==> src/mqf_pkg.sv <==
// Purpose: Shared constants and types for the queue strap and flag-bus ends.
// Assumes: One clock serves as both write and read clock.
// Notes:   Widths, FIFO depth, marker bits, masks, default offsets and bus reset values are named here.
`default_nettype none

package mqf_pkg;

  // ---------------------------------------------------------------------------
  // Widths and FIFO depth
  // ---------------------------------------------------------------------------
  localparam int DATA_W     = 36;
  localparam int FLAG_W     = 4;
  localparam int ADDR_W     = 3;
  localparam int OFFS_W     = 8;
  localparam int FIFO_DEPTH = 8;

  // ---------------------------------------------------------------------------
  // Packet marker bit positions and bus-width masks
  // ---------------------------------------------------------------------------
  localparam int MARK_SOP_BIT = 34;
  localparam int MARK_EOP_BIT = 35;

  localparam logic [DATA_W-1:0] MASK_X36 = 36'hF_FFFF_FFFF;
  localparam logic [DATA_W-1:0] MASK_X18 = 36'h0_0003_FFFF;
  localparam logic [DATA_W-1:0] MASK_X9  = 36'h0_0000_01FF;

  // ---------------------------------------------------------------------------
  // Default offsets and reset values
  // ---------------------------------------------------------------------------
  localparam logic [OFFS_W-1:0] OFFSET_LOW  = 8'h08;
  localparam logic [OFFS_W-1:0] OFFSET_HIGH = 8'h80;
  localparam logic [FLAG_W-1:0] FLAGS_RESET = 4'h0;
  localparam logic [DATA_W-1:0] DATA_RESET  = 36'h0_0000_0000;
  localparam logic [ADDR_W-1:0] ADDR_RESET  = 3'h0;

  // ---------------------------------------------------------------------------
  // Device configuration sequence
  // ---------------------------------------------------------------------------
  typedef enum logic [1:0] {
    ST_STRAP   = 2'b00,
    ST_PROGRAM = 2'b01,
    ST_RUN     = 2'b10
  } mqf_cfg_state_type;

endpackage

`default_nettype wire

==> src/mqf_link_if.sv <==
// Purpose: Pins between the host controller and one multi-queue device.
// Assumes: Single clock; bus resolution is done by whoever joins the ends.
// Notes:   The flag bus is a three-state output given as data plus enable.
`default_nettype none

interface mqf_link_if;
  import mqf_pkg::*;

  logic                width_match_strap;
  logic                input_width_strap;
  logic                output_width_strap;
  logic                default_offset_strap;
  logic                program_method_strap;
  logic                flag_bus_mode_strap;
  logic [DATA_W-1:0]   data_in;
  logic                write_en_n;
  logic                full_n;
  logic                ae_bus_strobe;
  logic [ADDR_W-1:0]   read_address_bus;
  logic [FLAG_W-1:0]   almost_empty_bus;
  logic                almost_empty_bus_oe_n;
  logic                ae_bus_sync;
  logic                expansion_token_in;
  logic                expansion_token_out;
  logic                serial_program_done_n;

  modport device (
    input  width_match_strap,
    input  input_width_strap,
    input  output_width_strap,
    input  default_offset_strap,
    input  program_method_strap,
    input  flag_bus_mode_strap,
    input  data_in,
    input  write_en_n,
    output full_n,
    input  ae_bus_strobe,
    input  read_address_bus,
    output almost_empty_bus,
    output almost_empty_bus_oe_n,
    output ae_bus_sync,
    input  expansion_token_in,
    output expansion_token_out,
    output serial_program_done_n
  );

  modport host (
    output width_match_strap,
    output input_width_strap,
    output output_width_strap,
    output default_offset_strap,
    output program_method_strap,
    output flag_bus_mode_strap,
    output data_in,
    output write_en_n,
    input  full_n,
    output ae_bus_strobe,
    output read_address_bus,
    input  almost_empty_bus,
    input  almost_empty_bus_oe_n,
    input  ae_bus_sync,
    output expansion_token_in,
    input  expansion_token_out,
    input  serial_program_done_n
  );

endinterface

`default_nettype wire

==> src/mqf_device_end.sv <==
// Purpose: Device end: reset straps, write capture and almost-empty flag bus.
// Assumes: REF_CLK is both write and read clock; straps held by the host.
// Notes:   Write data passes through an 8-word FIFO to the user side.
`default_nettype none

module mqf_fifo #(
  parameter int WIDTH = 36,
  parameter int DEPTH = 8
) (
  input  wire logic             clk,
  input  wire logic             rst_n,
  input  wire logic             in_valid,
  output logic                  in_ready,
  input  wire logic [WIDTH-1:0] in_data,
  output logic                  out_valid,
  input  wire logic             out_ready,
  output logic      [WIDTH-1:0] out_data,
  output logic                  almost_full
);
  localparam int PTR_W = $clog2(DEPTH);
  localparam int CNT_W = PTR_W + 1;
  localparam logic [CNT_W-1:0] CNT_FULL  = CNT_W'(DEPTH);
  localparam logic [CNT_W-1:0] CNT_ALMST = CNT_W'(DEPTH - 1);
  localparam logic [PTR_W-1:0] PTR_LAST  = PTR_W'(DEPTH - 1);

  logic [WIDTH-1:0] mem_reg [DEPTH];
  logic [PTR_W-1:0] wr_ptr_reg;
  logic [PTR_W-1:0] rd_ptr_reg;
  logic [CNT_W-1:0] count_reg;
  logic             push;
  logic             pop;

  assign in_ready    = (count_reg != CNT_FULL);
  assign out_valid   = (count_reg != '0);
  assign almost_full = (count_reg >= CNT_ALMST);
  assign push        = in_valid && in_ready;
  assign pop         = out_valid && out_ready;
  assign out_data    = mem_reg[rd_ptr_reg];

  always_ff @(posedge clk) begin
    if (push) begin
      mem_reg[wr_ptr_reg] <= in_data;
    end
  end

  always_ff @(posedge clk or negedge rst_n) begin
    if (!rst_n) begin
      wr_ptr_reg <= '0;
      rd_ptr_reg <= '0;
      count_reg  <= '0;
    end else begin
      if (push) begin
        wr_ptr_reg <= (wr_ptr_reg == PTR_LAST) ? '0 : wr_ptr_reg + 1'b1;
      end
      if (pop) begin
        rd_ptr_reg <= (rd_ptr_reg == PTR_LAST) ? '0 : rd_ptr_reg + 1'b1;
      end
      if (push && !pop) begin
        count_reg <= count_reg + 1'b1;
      end else if (pop && !push) begin
        count_reg <= count_reg - 1'b1;
      end
    end
  end
endmodule

module mqf_device_end (
  input  wire logic                        REF_CLK,
  input  wire logic                        RST_N,
  mqf_link_if.device                       LINK,
  input  wire logic [mqf_pkg::FLAG_W-1:0]  USR_AE_STATUS,
  input  wire logic [mqf_pkg::ADDR_W-1:0]  USR_DEV_ADDR,
  input  wire logic                        USR_CHAIN_FIRST,
  input  wire logic                        USR_PACKET_MODE,
  input  wire logic                        USR_SERIAL_DONE,
  output logic      [mqf_pkg::DATA_W-1:0]  USR_DATA,
  output logic                             USR_SOP,
  output logic                             USR_EOP,
  output logic                             USR_VALID,
  input  wire logic                        USR_READY,
  output logic      [mqf_pkg::OFFS_W-1:0]  USR_AE_OFFSET,
  output logic      [mqf_pkg::OFFS_W-1:0]  USR_AF_OFFSET,
  output logic                             USR_POLLED,
  output logic      [2:0]                  USR_WIDTH_CFG,
  output logic                             USR_RUN
);
  import mqf_pkg::*;

  // ---------------------------------------------------------------------------
  // Strap capture and programming sequence
  // ---------------------------------------------------------------------------
  mqf_cfg_state_type state_reg;
  logic              polled_reg;
  logic              method_default_reg;
  logic [2:0]        width_reg;
  logic [OFFS_W-1:0] offset_reg;
  logic              done_n_reg;
  logic              start_reg;

  always_ff @(posedge REF_CLK or negedge RST_N) begin
    if (!RST_N) begin
      state_reg <= ST_STRAP;
    end else begin
      unique case (state_reg)
        ST_STRAP:   state_reg <= ST_PROGRAM;
        ST_PROGRAM: if (method_default_reg || USR_SERIAL_DONE) begin
          state_reg <= ST_RUN;
        end
        ST_RUN:     state_reg <= ST_RUN;
        default:    state_reg <= ST_STRAP;
      endcase
    end
  end

  // Straps are sampled once, on the first edge after reset release.
  always_ff @(posedge REF_CLK or negedge RST_N) begin
    if (!RST_N) begin
      polled_reg         <= 1'b0;
      method_default_reg <= 1'b0;
      width_reg          <= 3'h0;
      offset_reg         <= OFFSET_LOW;
    end else if (state_reg == ST_STRAP) begin
      polled_reg         <= LINK.flag_bus_mode_strap;
      method_default_reg <= LINK.program_method_strap;
      width_reg          <= {LINK.width_match_strap, LINK.input_width_strap, LINK.output_width_strap};
      if (LINK.program_method_strap) begin
        offset_reg <= LINK.default_offset_strap ? OFFSET_HIGH : OFFSET_LOW;
      end
    end
  end

  always_ff @(posedge REF_CLK or negedge RST_N) begin
    if (!RST_N) begin
      done_n_reg <= 1'b1;
      start_reg  <= 1'b0;
    end else begin
      done_n_reg <= (state_reg != ST_RUN);
      // The chain head launches the first token once programming is over.
      start_reg  <= (state_reg == ST_PROGRAM) && (method_default_reg || USR_SERIAL_DONE)
                    && polled_reg && USR_CHAIN_FIRST;
    end
  end

  assign LINK.serial_program_done_n = done_n_reg;
  assign USR_AE_OFFSET = offset_reg;
  assign USR_AF_OFFSET = offset_reg;
  assign USR_POLLED    = polled_reg;
  assign USR_WIDTH_CFG = width_reg;
  assign USR_RUN       = !done_n_reg;

  // ---------------------------------------------------------------------------
  // Write capture into the FIFO
  // ---------------------------------------------------------------------------
  logic              fifo_in_valid;
  logic              fifo_almost_full;
  logic [DATA_W-1:0] fifo_out_data;

  assign fifo_in_valid = !LINK.write_en_n;
  // One slot is kept free for the write already in flight from the host.
  assign LINK.full_n   = !fifo_almost_full;

  mqf_fifo #(
    .WIDTH (DATA_W),
    .DEPTH (FIFO_DEPTH)
  ) u_fifo (
    .clk         (REF_CLK),
    .rst_n       (RST_N),
    .in_valid    (fifo_in_valid),
    .in_ready    (),
    .in_data     (LINK.data_in),
    .out_valid   (USR_VALID),
    .out_ready   (USR_READY),
    .out_data    (fifo_out_data),
    .almost_full (fifo_almost_full)
  );

  assign USR_DATA = fifo_out_data;
  assign USR_SOP  = USR_PACKET_MODE && fifo_out_data[MARK_SOP_BIT];
  assign USR_EOP  = USR_PACKET_MODE && fifo_out_data[MARK_EOP_BIT];

  // ---------------------------------------------------------------------------
  // Almost-empty flag bus
  // ---------------------------------------------------------------------------
  logic              selected_reg;
  logic              token_drive_reg;
  logic [FLAG_W-1:0] ae_data_reg;
  logic              run;

  assign run = (state_reg == ST_RUN);

  always_ff @(posedge REF_CLK or negedge RST_N) begin
    if (!RST_N) begin
      selected_reg <= 1'b0;
    end else if (run && !polled_reg && LINK.ae_bus_strobe) begin
      selected_reg <= (LINK.read_address_bus == USR_DEV_ADDR);
    end
  end

  // One cycle of drive per token; the bus is released once the token moves on.
  always_ff @(posedge REF_CLK or negedge RST_N) begin
    if (!RST_N) begin
      token_drive_reg <= 1'b0;
    end else begin
      token_drive_reg <= polled_reg && (start_reg || (run && LINK.expansion_token_in));
    end
  end

  always_ff @(posedge REF_CLK or negedge RST_N) begin
    if (!RST_N) begin
      ae_data_reg <= FLAGS_RESET;
    end else begin
      ae_data_reg <= USR_AE_STATUS;
    end
  end

  assign LINK.almost_empty_bus      = ae_data_reg;
  assign LINK.almost_empty_bus_oe_n = polled_reg ? !token_drive_reg : !selected_reg;
  assign LINK.expansion_token_out   = token_drive_reg;
  assign LINK.ae_bus_sync           = token_drive_reg && USR_CHAIN_FIRST;

endmodule

`default_nettype wire

==> src/flat_wrapper.sv <==
// flat-port wrapper written by rule: the top's interface ports become plain ports
module mqf_device_end_flat import mqf_pkg::*;
  (REF_CLK, RST_N, USR_AE_STATUS, USR_DEV_ADDR, USR_CHAIN_FIRST, USR_PACKET_MODE, USR_SERIAL_DONE, USR_DATA, USR_SOP, USR_EOP, USR_VALID, USR_READY, USR_AE_OFFSET, USR_AF_OFFSET, USR_POLLED, USR_WIDTH_CFG, USR_RUN, LINK_width_match_strap, LINK_input_width_strap, LINK_output_width_strap, LINK_default_offset_strap, LINK_program_method_strap, LINK_flag_bus_mode_strap, LINK_data_in, LINK_write_en_n, LINK_full_n, LINK_ae_bus_strobe, LINK_read_address_bus, LINK_almost_empty_bus, LINK_almost_empty_bus_oe_n, LINK_ae_bus_sync, LINK_expansion_token_in, LINK_expansion_token_out, LINK_serial_program_done_n);
  mqf_link_if LINK_i ();
  input  wire logic REF_CLK;
  input  wire logic RST_N;
  input  wire logic [mqf_pkg::FLAG_W-1:0] USR_AE_STATUS;
  input  wire logic [mqf_pkg::ADDR_W-1:0] USR_DEV_ADDR;
  input  wire logic USR_CHAIN_FIRST;
  input  wire logic USR_PACKET_MODE;
  input  wire logic USR_SERIAL_DONE;
  output logic      [mqf_pkg::DATA_W-1:0] USR_DATA;
  output logic USR_SOP;
  output logic USR_EOP;
  output logic USR_VALID;
  input  wire logic USR_READY;
  output logic      [mqf_pkg::OFFS_W-1:0] USR_AE_OFFSET;
  output logic      [mqf_pkg::OFFS_W-1:0] USR_AF_OFFSET;
  output logic USR_POLLED;
  output logic      [2:0] USR_WIDTH_CFG;
  output logic USR_RUN;
  input wire logic [$bits(LINK_i.width_match_strap)-1:0] LINK_width_match_strap;
  input wire logic [$bits(LINK_i.input_width_strap)-1:0] LINK_input_width_strap;
  input wire logic [$bits(LINK_i.output_width_strap)-1:0] LINK_output_width_strap;
  input wire logic [$bits(LINK_i.default_offset_strap)-1:0] LINK_default_offset_strap;
  input wire logic [$bits(LINK_i.program_method_strap)-1:0] LINK_program_method_strap;
  input wire logic [$bits(LINK_i.flag_bus_mode_strap)-1:0] LINK_flag_bus_mode_strap;
  input wire logic [$bits(LINK_i.data_in)-1:0] LINK_data_in;
  input wire logic [$bits(LINK_i.write_en_n)-1:0] LINK_write_en_n;
  output wire logic [$bits(LINK_i.full_n)-1:0] LINK_full_n;
  input wire logic [$bits(LINK_i.ae_bus_strobe)-1:0] LINK_ae_bus_strobe;
  input wire logic [$bits(LINK_i.read_address_bus)-1:0] LINK_read_address_bus;
  output wire logic [$bits(LINK_i.almost_empty_bus)-1:0] LINK_almost_empty_bus;
  output wire logic [$bits(LINK_i.almost_empty_bus_oe_n)-1:0] LINK_almost_empty_bus_oe_n;
  output wire logic [$bits(LINK_i.ae_bus_sync)-1:0] LINK_ae_bus_sync;
  input wire logic [$bits(LINK_i.expansion_token_in)-1:0] LINK_expansion_token_in;
  output wire logic [$bits(LINK_i.expansion_token_out)-1:0] LINK_expansion_token_out;
  output wire logic [$bits(LINK_i.serial_program_done_n)-1:0] LINK_serial_program_done_n;
  assign LINK_i.width_match_strap = LINK_width_match_strap;
  assign LINK_i.input_width_strap = LINK_input_width_strap;
  assign LINK_i.output_width_strap = LINK_output_width_strap;
  assign LINK_i.default_offset_strap = LINK_default_offset_strap;
  assign LINK_i.program_method_strap = LINK_program_method_strap;
  assign LINK_i.flag_bus_mode_strap = LINK_flag_bus_mode_strap;
  assign LINK_i.data_in = LINK_data_in;
  assign LINK_i.write_en_n = LINK_write_en_n;
  assign LINK_full_n = LINK_i.full_n;
  assign LINK_i.ae_bus_strobe = LINK_ae_bus_strobe;
  assign LINK_i.read_address_bus = LINK_read_address_bus;
  assign LINK_almost_empty_bus = LINK_i.almost_empty_bus;
  assign LINK_almost_empty_bus_oe_n = LINK_i.almost_empty_bus_oe_n;
  assign LINK_ae_bus_sync = LINK_i.ae_bus_sync;
  assign LINK_i.expansion_token_in = LINK_expansion_token_in;
  assign LINK_expansion_token_out = LINK_i.expansion_token_out;
  assign LINK_serial_program_done_n = LINK_i.serial_program_done_n;
  mqf_device_end u_core (.REF_CLK(REF_CLK), .RST_N(RST_N), .LINK(LINK_i), .USR_AE_STATUS(USR_AE_STATUS), .USR_DEV_ADDR(USR_DEV_ADDR), .USR_CHAIN_FIRST(USR_CHAIN_FIRST), .USR_PACKET_MODE(USR_PACKET_MODE), .USR_SERIAL_DONE(USR_SERIAL_DONE), .USR_DATA(USR_DATA), .USR_SOP(USR_SOP), .USR_EOP(USR_EOP), .USR_VALID(USR_VALID), .USR_READY(USR_READY), .USR_AE_OFFSET(USR_AE_OFFSET), .USR_AF_OFFSET(USR_AF_OFFSET), .USR_POLLED(USR_POLLED), .USR_WIDTH_CFG(USR_WIDTH_CFG), .USR_RUN(USR_RUN));
endmodule
==> config.mk <==
export PLATFORM = sky130hd
export DESIGN_NAME = mqf_device_end_flat
export DESIGN_NICKNAME = d
export VERILOG_FILES = /design/src/mqf_pkg.sv /design/src/mqf_link_if.sv /design/src/mqf_device_end.sv /design/src/flat_wrapper.sv
export SDC_FILE = /design/constraint.sdc
export NUM_CORES = 1
export LEC_CHECK = 0
export BUFFER_PORTS_ARGS = -buffer_cell sky130_fd_sc_hd__clkbuf_2
export CAP_MARGIN = 10
export CORE_MARGIN = 2
export CORE_UTILIZATION = 53
export CTS_BUF_LIST = sky130_fd_sc_hd__clkbuf_16
export DETAILED_ROUTE_END_ITERATION = 6
export MAX_ROUTING_LAYER = met4
export PLACE_DENSITY = 0.83
export SLEW_MARGIN = 20
export SYNTH_ARGS = -nofsm -noshare
export SYNTH_HDL_FRONTEND = slang
export SYNTH_HIERARCHICAL = 1
export SYNTH_SLANG_ARGS = --single-unit
==> constraint.sdc <==
create_clock -name REF_CLK -period 5 [get_ports REF_CLK]
set_input_delay 1 -clock REF_CLK [delete_from_list [all_inputs] [get_ports REF_CLK]]
set_output_delay 1 -clock REF_CLK [all_outputs]
set_load 0.005 [all_outputs]
== Word-level counts from Yosys, hierarchy flattened ==
Memories as Yosys holds them, arrays and structs flattened.
Cells that the tools add are included.
W data, S select, Z words.
Storage, ports and cells
  register bits: 33
  memory bits (writable): 288
  bits of input ports: 61
  output and inout bits: 69
  word-level logic and storage cells: 65
  memories kept: 1
Memory list
  u_core.u_fifo.mem_reg: words 8, bits a word 36, rd ports 1, clocked after memory_dff 0, wr ports 1, RTL line mqf_device_end.sv:26  | logic [WIDTH-1:0] mem_reg [DEPTH];
Cells by class
  add/subtract/negate cells: 4
  $lt $le $gt $ge: 1
  equal/unequal tests: 8
  muxes and demuxes: 10
  reductions and logical operators: 28
Operator list (count)
  $logic_and A1 B1 Y1: 14
  $logic_not A1 Y1: 8
  $mux W4: 2
  $mux W8: 1
  $add A3 B1 Y3 const B: 2
  $eq A3 B3 Y1 const B: 2
  $mux W3: 2
  $pmux W2 S3: 1
  $add A4 B1 Y4 const B: 1
  $ge A4 B3 Y1 const B: 1
  $ne A2 B2 Y1 const B: 2
  $ne A4 B4 Y1 const B: 1
  $reduce_bool A4 Y1: 1
  $sub A4 B1 Y4 const B: 1
  $eq A3 B3 Y1: 1
  $mux W1: 3
  $eq A2 B1 Y1 const B: 1
  $eq A2 B2 Y1 const B: 1
  $logic_not A2 Y1: 1
  $logic_or A1 B1 Y1: 2
  $mux W2: 1
  $reduce_and A2 Y1: 1
  $reduce_bool A2 Y1: 1

== Logic depth before layout (Yosys ltp) ==
  depth in word-level cells: 6
  depth in mapped cells: 9
  mapped depth without buffers: 9

== Cells and area by module ==
Netlist, hierarchy kept.
Modules (own cells, without submodules)
  mqf_fifo: times used 1, cells an instance 482, area an instance 11487.3 um2, seq. area each 8898.5 um2
  mqf_device_end: times used 1, cells an instance 71, area an instance 819.5 um2, seq. area each 427.9 um2

== Worst setup path after synthesis ==
No wires, ideal clock.
  path type: in2reg
  start: in LINK_write_en_n
  end: mem u_core.u_fifo.mem_reg[0][0], enable pin
  setup time: 519 ps
  arrival: 4621 ps
  data required time: 4481 ps
  path slack: -140 ps
  stages: 3
  buffers on the path: 0
  path through: inv_1 -> nand2_4 -> nor4_1
On the way
  cells in the longest elaborated chain, start to end: 4
Ends and longest elaborated chain
  start, declared: RTL line flat_wrapper.sv:29  | input wire logic [$bits(LINK_i.write_en_n)-1:0] LINK_write_en_n;
  $logic_not A1 Y1: RTL line mqf_device_end.sv:158  | assign fifo_in_valid = !LINK.write_en_n;
  $logic_and A1 B1 Y1: RTL line mqf_device_end.sv:36  | assign push = in_valid && in_ready;
  $mux W1: RTL line mqf_device_end.sv:41  | if (push) begin
  $mux W1 (implied by the code): RTL line mqf_device_end.sv:42  | mem_reg[wr_ptr_reg] <= in_data;
  end, declared: RTL line mqf_device_end.sv:26
No other way between the ends.

== Final worst setup path ==
  start: reg u_core.u_fifo.rd_ptr_reg[0]
  end: out USR_DATA[3] (netlist name)
On the way
  cells in the longest elaborated chain, start to end: 1
Ends and longest elaborated chain
  start, declared: RTL line mqf_device_end.sv:28  | logic [PTR_W-1:0] rd_ptr_reg;
  start signal, assigned: RTL line mqf_device_end.sv:56  | rd_ptr_reg <= (rd_ptr_reg == PTR_LAST) ? '0 : rd_ptr_reg + 1'b1;
  $mem_v2 Z8 W36
  end, declared: RTL line flat_wrapper.sv:12  | output logic [mqf_pkg::DATA_W-1:0] USR_DATA;
No other way between the ends.

==> impl_results.md <==
* Outcome: complete, no violations
* Worst hold path cell count at 2
* Hold Path Origin: u_core/USR_AE_OFFSET[3]
* Cell at the root of the clock tree: clkbuf_16
* Worst voltage drop across the vdd grid at 0.3406 mV
* Via count at 5775
* Number of register bits inferred by synthesis at ~320
* Residual DRC at 0
* Number of max-cap violations at 0
* TritonCTS clock tree: yes
* Crit-path max FO at 44
* Resized Gates After CTS at 0
* Proportion of synthesized flip-flops having asynchronous set or reset at 8.571%
* Required time of the critical path at 4000 ps
* Total GRT Usage at between 10% and 20%
* Post-synthesis to final-layout area growth at 15.46%
* First-pass GRT wire length at roughly 35000 um
* Core Footprint at around 23000 um2
* Critical R2R Launch: u_core/u_fifo/count_reg[0]
* Inserted Clock Buffers at 31
* Tightest Pin Transition at 1088 ps
* HPWL Detailed at 12870 um
* Max FFs per register at 288
* Achievable frequency at ~260 MHz
* Static Leakage at approximately 0.005 uW
* Maximum buffer depth of the clock tree at 3
* Commonest cells after routing, fill and taps aside: edfxtp_1, clkbuf_2, mux4_2
* Worst hold path type: reg -> reg
* Drt pass-1 iters at 4
* Synth warnings at 6
* Max-Slew Margin vs Limit at between 20% and 30%
* Area share of the largest cell type after synthesis at 70.27%
* Number of endpoints with negative hold slack in the final report at 0
* Power per Cell Area at 577.1 nW/um2
* Endpoint type of the worst setup path: output port
* Initial antenna violation count at 1
* Sequential share of the synthesized area at about three quarters
* Routability congestion estimate from global placement at 0.7129
* Via density per instance at 5.781
* Std cell rows at 55
* Mapped Cells at 553
* Tightest hold margin at 494.6 ps
* Area of combinational cells with multiple inputs at between 2000 and 3000 um2
* Setup repair after global routing missed its margin: false
* Net count of the finished layout at 761
* Final worst clock skew at 15.85 ps
* Dominant register cell in the synthesized netlist: edfxtp_1
* Vias in the first global route at ~6300
* Clock period minus worst slack at ~3800 ps
* Most common cell after layout, fill and taps aside: edfxtp_1
* Post-synth EDFFs at roughly 290
* Cell type with the largest total area after synthesis: edfxtp_1
* DIE WIDTH at about 160 um
* Quantity of hold-fixing buffers added after cts at 0
* Worst-case hold path end point: u_core/USR_AE_OFFSET[3]
* Maximum number of pins on one net before global-route repair at 75
* Count of clock tree sinks at 315
* Arr. time, crit path at 2810 ps
* Number of cells on the worst reg-to-reg path at 7
* Count of pins on the block boundary at between 100 and 150
* Final routed wire length divided by cell count at about 23 um
* Die Area at 24450 um2
* Flop-to-flop setup slack at 1990 ps
* Depth of the CTS H-tree at 1
* Leading cell types by total area after synthesis: edfxtp_1, mux4_2, dfrtp_1
* Clock transition at the register clock pins on the worst setup and hold paths after CTS at 60 ps
* Number of port buffers at 117
* Remaining Overflow, GRT at 0
* Count of pins over their slew limit at 0
* DRC violation total after the first TritonRoute iteration at roughly 310
* Kind of critical path: reg -> out
* Number of fill cells at 1510
* Clock latency of the later-clocked register in the worst-skew pair at 550 ps
* Number of distinct library cells after synthesis at 39
* Die Height at roughly 160 um
* Final antenna-violating net count at 0
* End of the worst register-to-register path: u_core/u_fifo/count_reg[3]
* Period utilisation layout at 76.18%
* Synth Cell Area at 12310 um2
* Starting density of the core at 54.19%
* Total routed wirelength at approximately 22000 um
* Nature of the critical path startpoint: flop
* Proportion of layout cells with a drive suffix above 1 at 43.20%
* Register area at 9335 um2
* Number of setup buffers added after CTS at 0
* Synth Area per Inst at 22.25 um2
* Accumulated negative setup slack at 0 ps
* Count of final setup violators at 0
## routing by layer
layer | vias up | GRT usage (%) | share of wire [%]
met2 | 211 | 33.48 | 52
met5 | - | - | 0
met1 | 3004 | 24.68 | 40
li1 | 2522 | - | -
met4 | 0 | 3.626 | 1.5
met3 | 38 | 3.628 | 7.0
## critical path: stages (launching register included)
cell,delay [ps]
dfrtp_4,850
buf_12,410
mux4_2,560
mux2_2,300
clkbuf_2,120
## stage by stage
step                utilization [%]  setup WS [ps]  cells  total power [uW]  cell area (um2)
floorplan                         -          804.7    564              5237            12350
global placement              58.12           1755    940              5913            13200
detailed placement            58.12           1688    940              6030            13200
CTS                           62.56           1100    998              8295            14210
global route                  62.57          999.2    999              8597            14210
finish                        62.57           1191    999              8200            14210
## cells by family (layout without fill, tap and decap cells)
group                    after synthesis  count (layout)  share of synthesized area (%)
buffers and inverters                 44             193                          2.216
multiplexers                         122             122                          17.76
other                                  1              13                        0.03047
AO/OA/AOI/OAI                         14              14                         0.8031
adder cells (fa/ha/maj)               12              12                          1.281
AND/OR/NAND/NOR                       40              40                          1.769
XOR/XNOR                               5               5                         0.3558
flip-flops                           315             315                          75.78
## synthesized netlist by cell type (2+ instances only)
cell type  number
edfxtp_1      288
buf_2           2
nor3_1          6
dfstp_2         2
buf_4          14
a21oi_1         3
o21ai_0         5
nor2_1          6
or4_1           2
nand2b_1        3
mux2i_1         2
and2_1          3
nand3b_1        2
xnor2_1         5
inv_1           9
o211ai_1        2
buf_6           7
buf_1           2
ha_1           11
mux4_2         72
nand3_1         5
mux2_1          3
dfrtp_1        25
mux2_2         44
nand2_1         7
clkbuf_1       10
## where the power goes
group	switching, uW	total (uW)	internal (uW)
registers	440	3790	3350
clock network	931	2260	1330
logic	930	2150	1220
## worst max-delay path by stage
| stage | start | end | slack (ps) |
|---|---|---|---|
| after floorplan | LINK_write_en_n | u_core/u_fifo/mem_reg[1][0] | 800 |
| after global placement | u_core/u_fifo/rd_ptr_reg[0] | USR_DATA[3] | 1750 |
| after detailed placement | u_core/u_fifo/rd_ptr_reg[0] | USR_DATA[3] | 1690 |
| after CTS | u_core/u_fifo/rd_ptr_reg[0] | USR_DATA[3] | 1100 |
| after global routing | u_core/u_fifo/rd_ptr_reg[0] | USR_DATA[3] | 1000 |
| final | u_core/u_fifo/rd_ptr_reg[0] | USR_DATA[3] | 1190 |
## cell type report
class	instances	area share (%)
timing repair buffer	126	4.684
tap	285	2.509
antenna	1	0.01761
sequential	315	65.70
multi-input combinational	205	19.75
inverter	9	0.2377
clock inverter	27	1.647
clock buffer	31	5.459
Power figures use the tool's default switching activity.
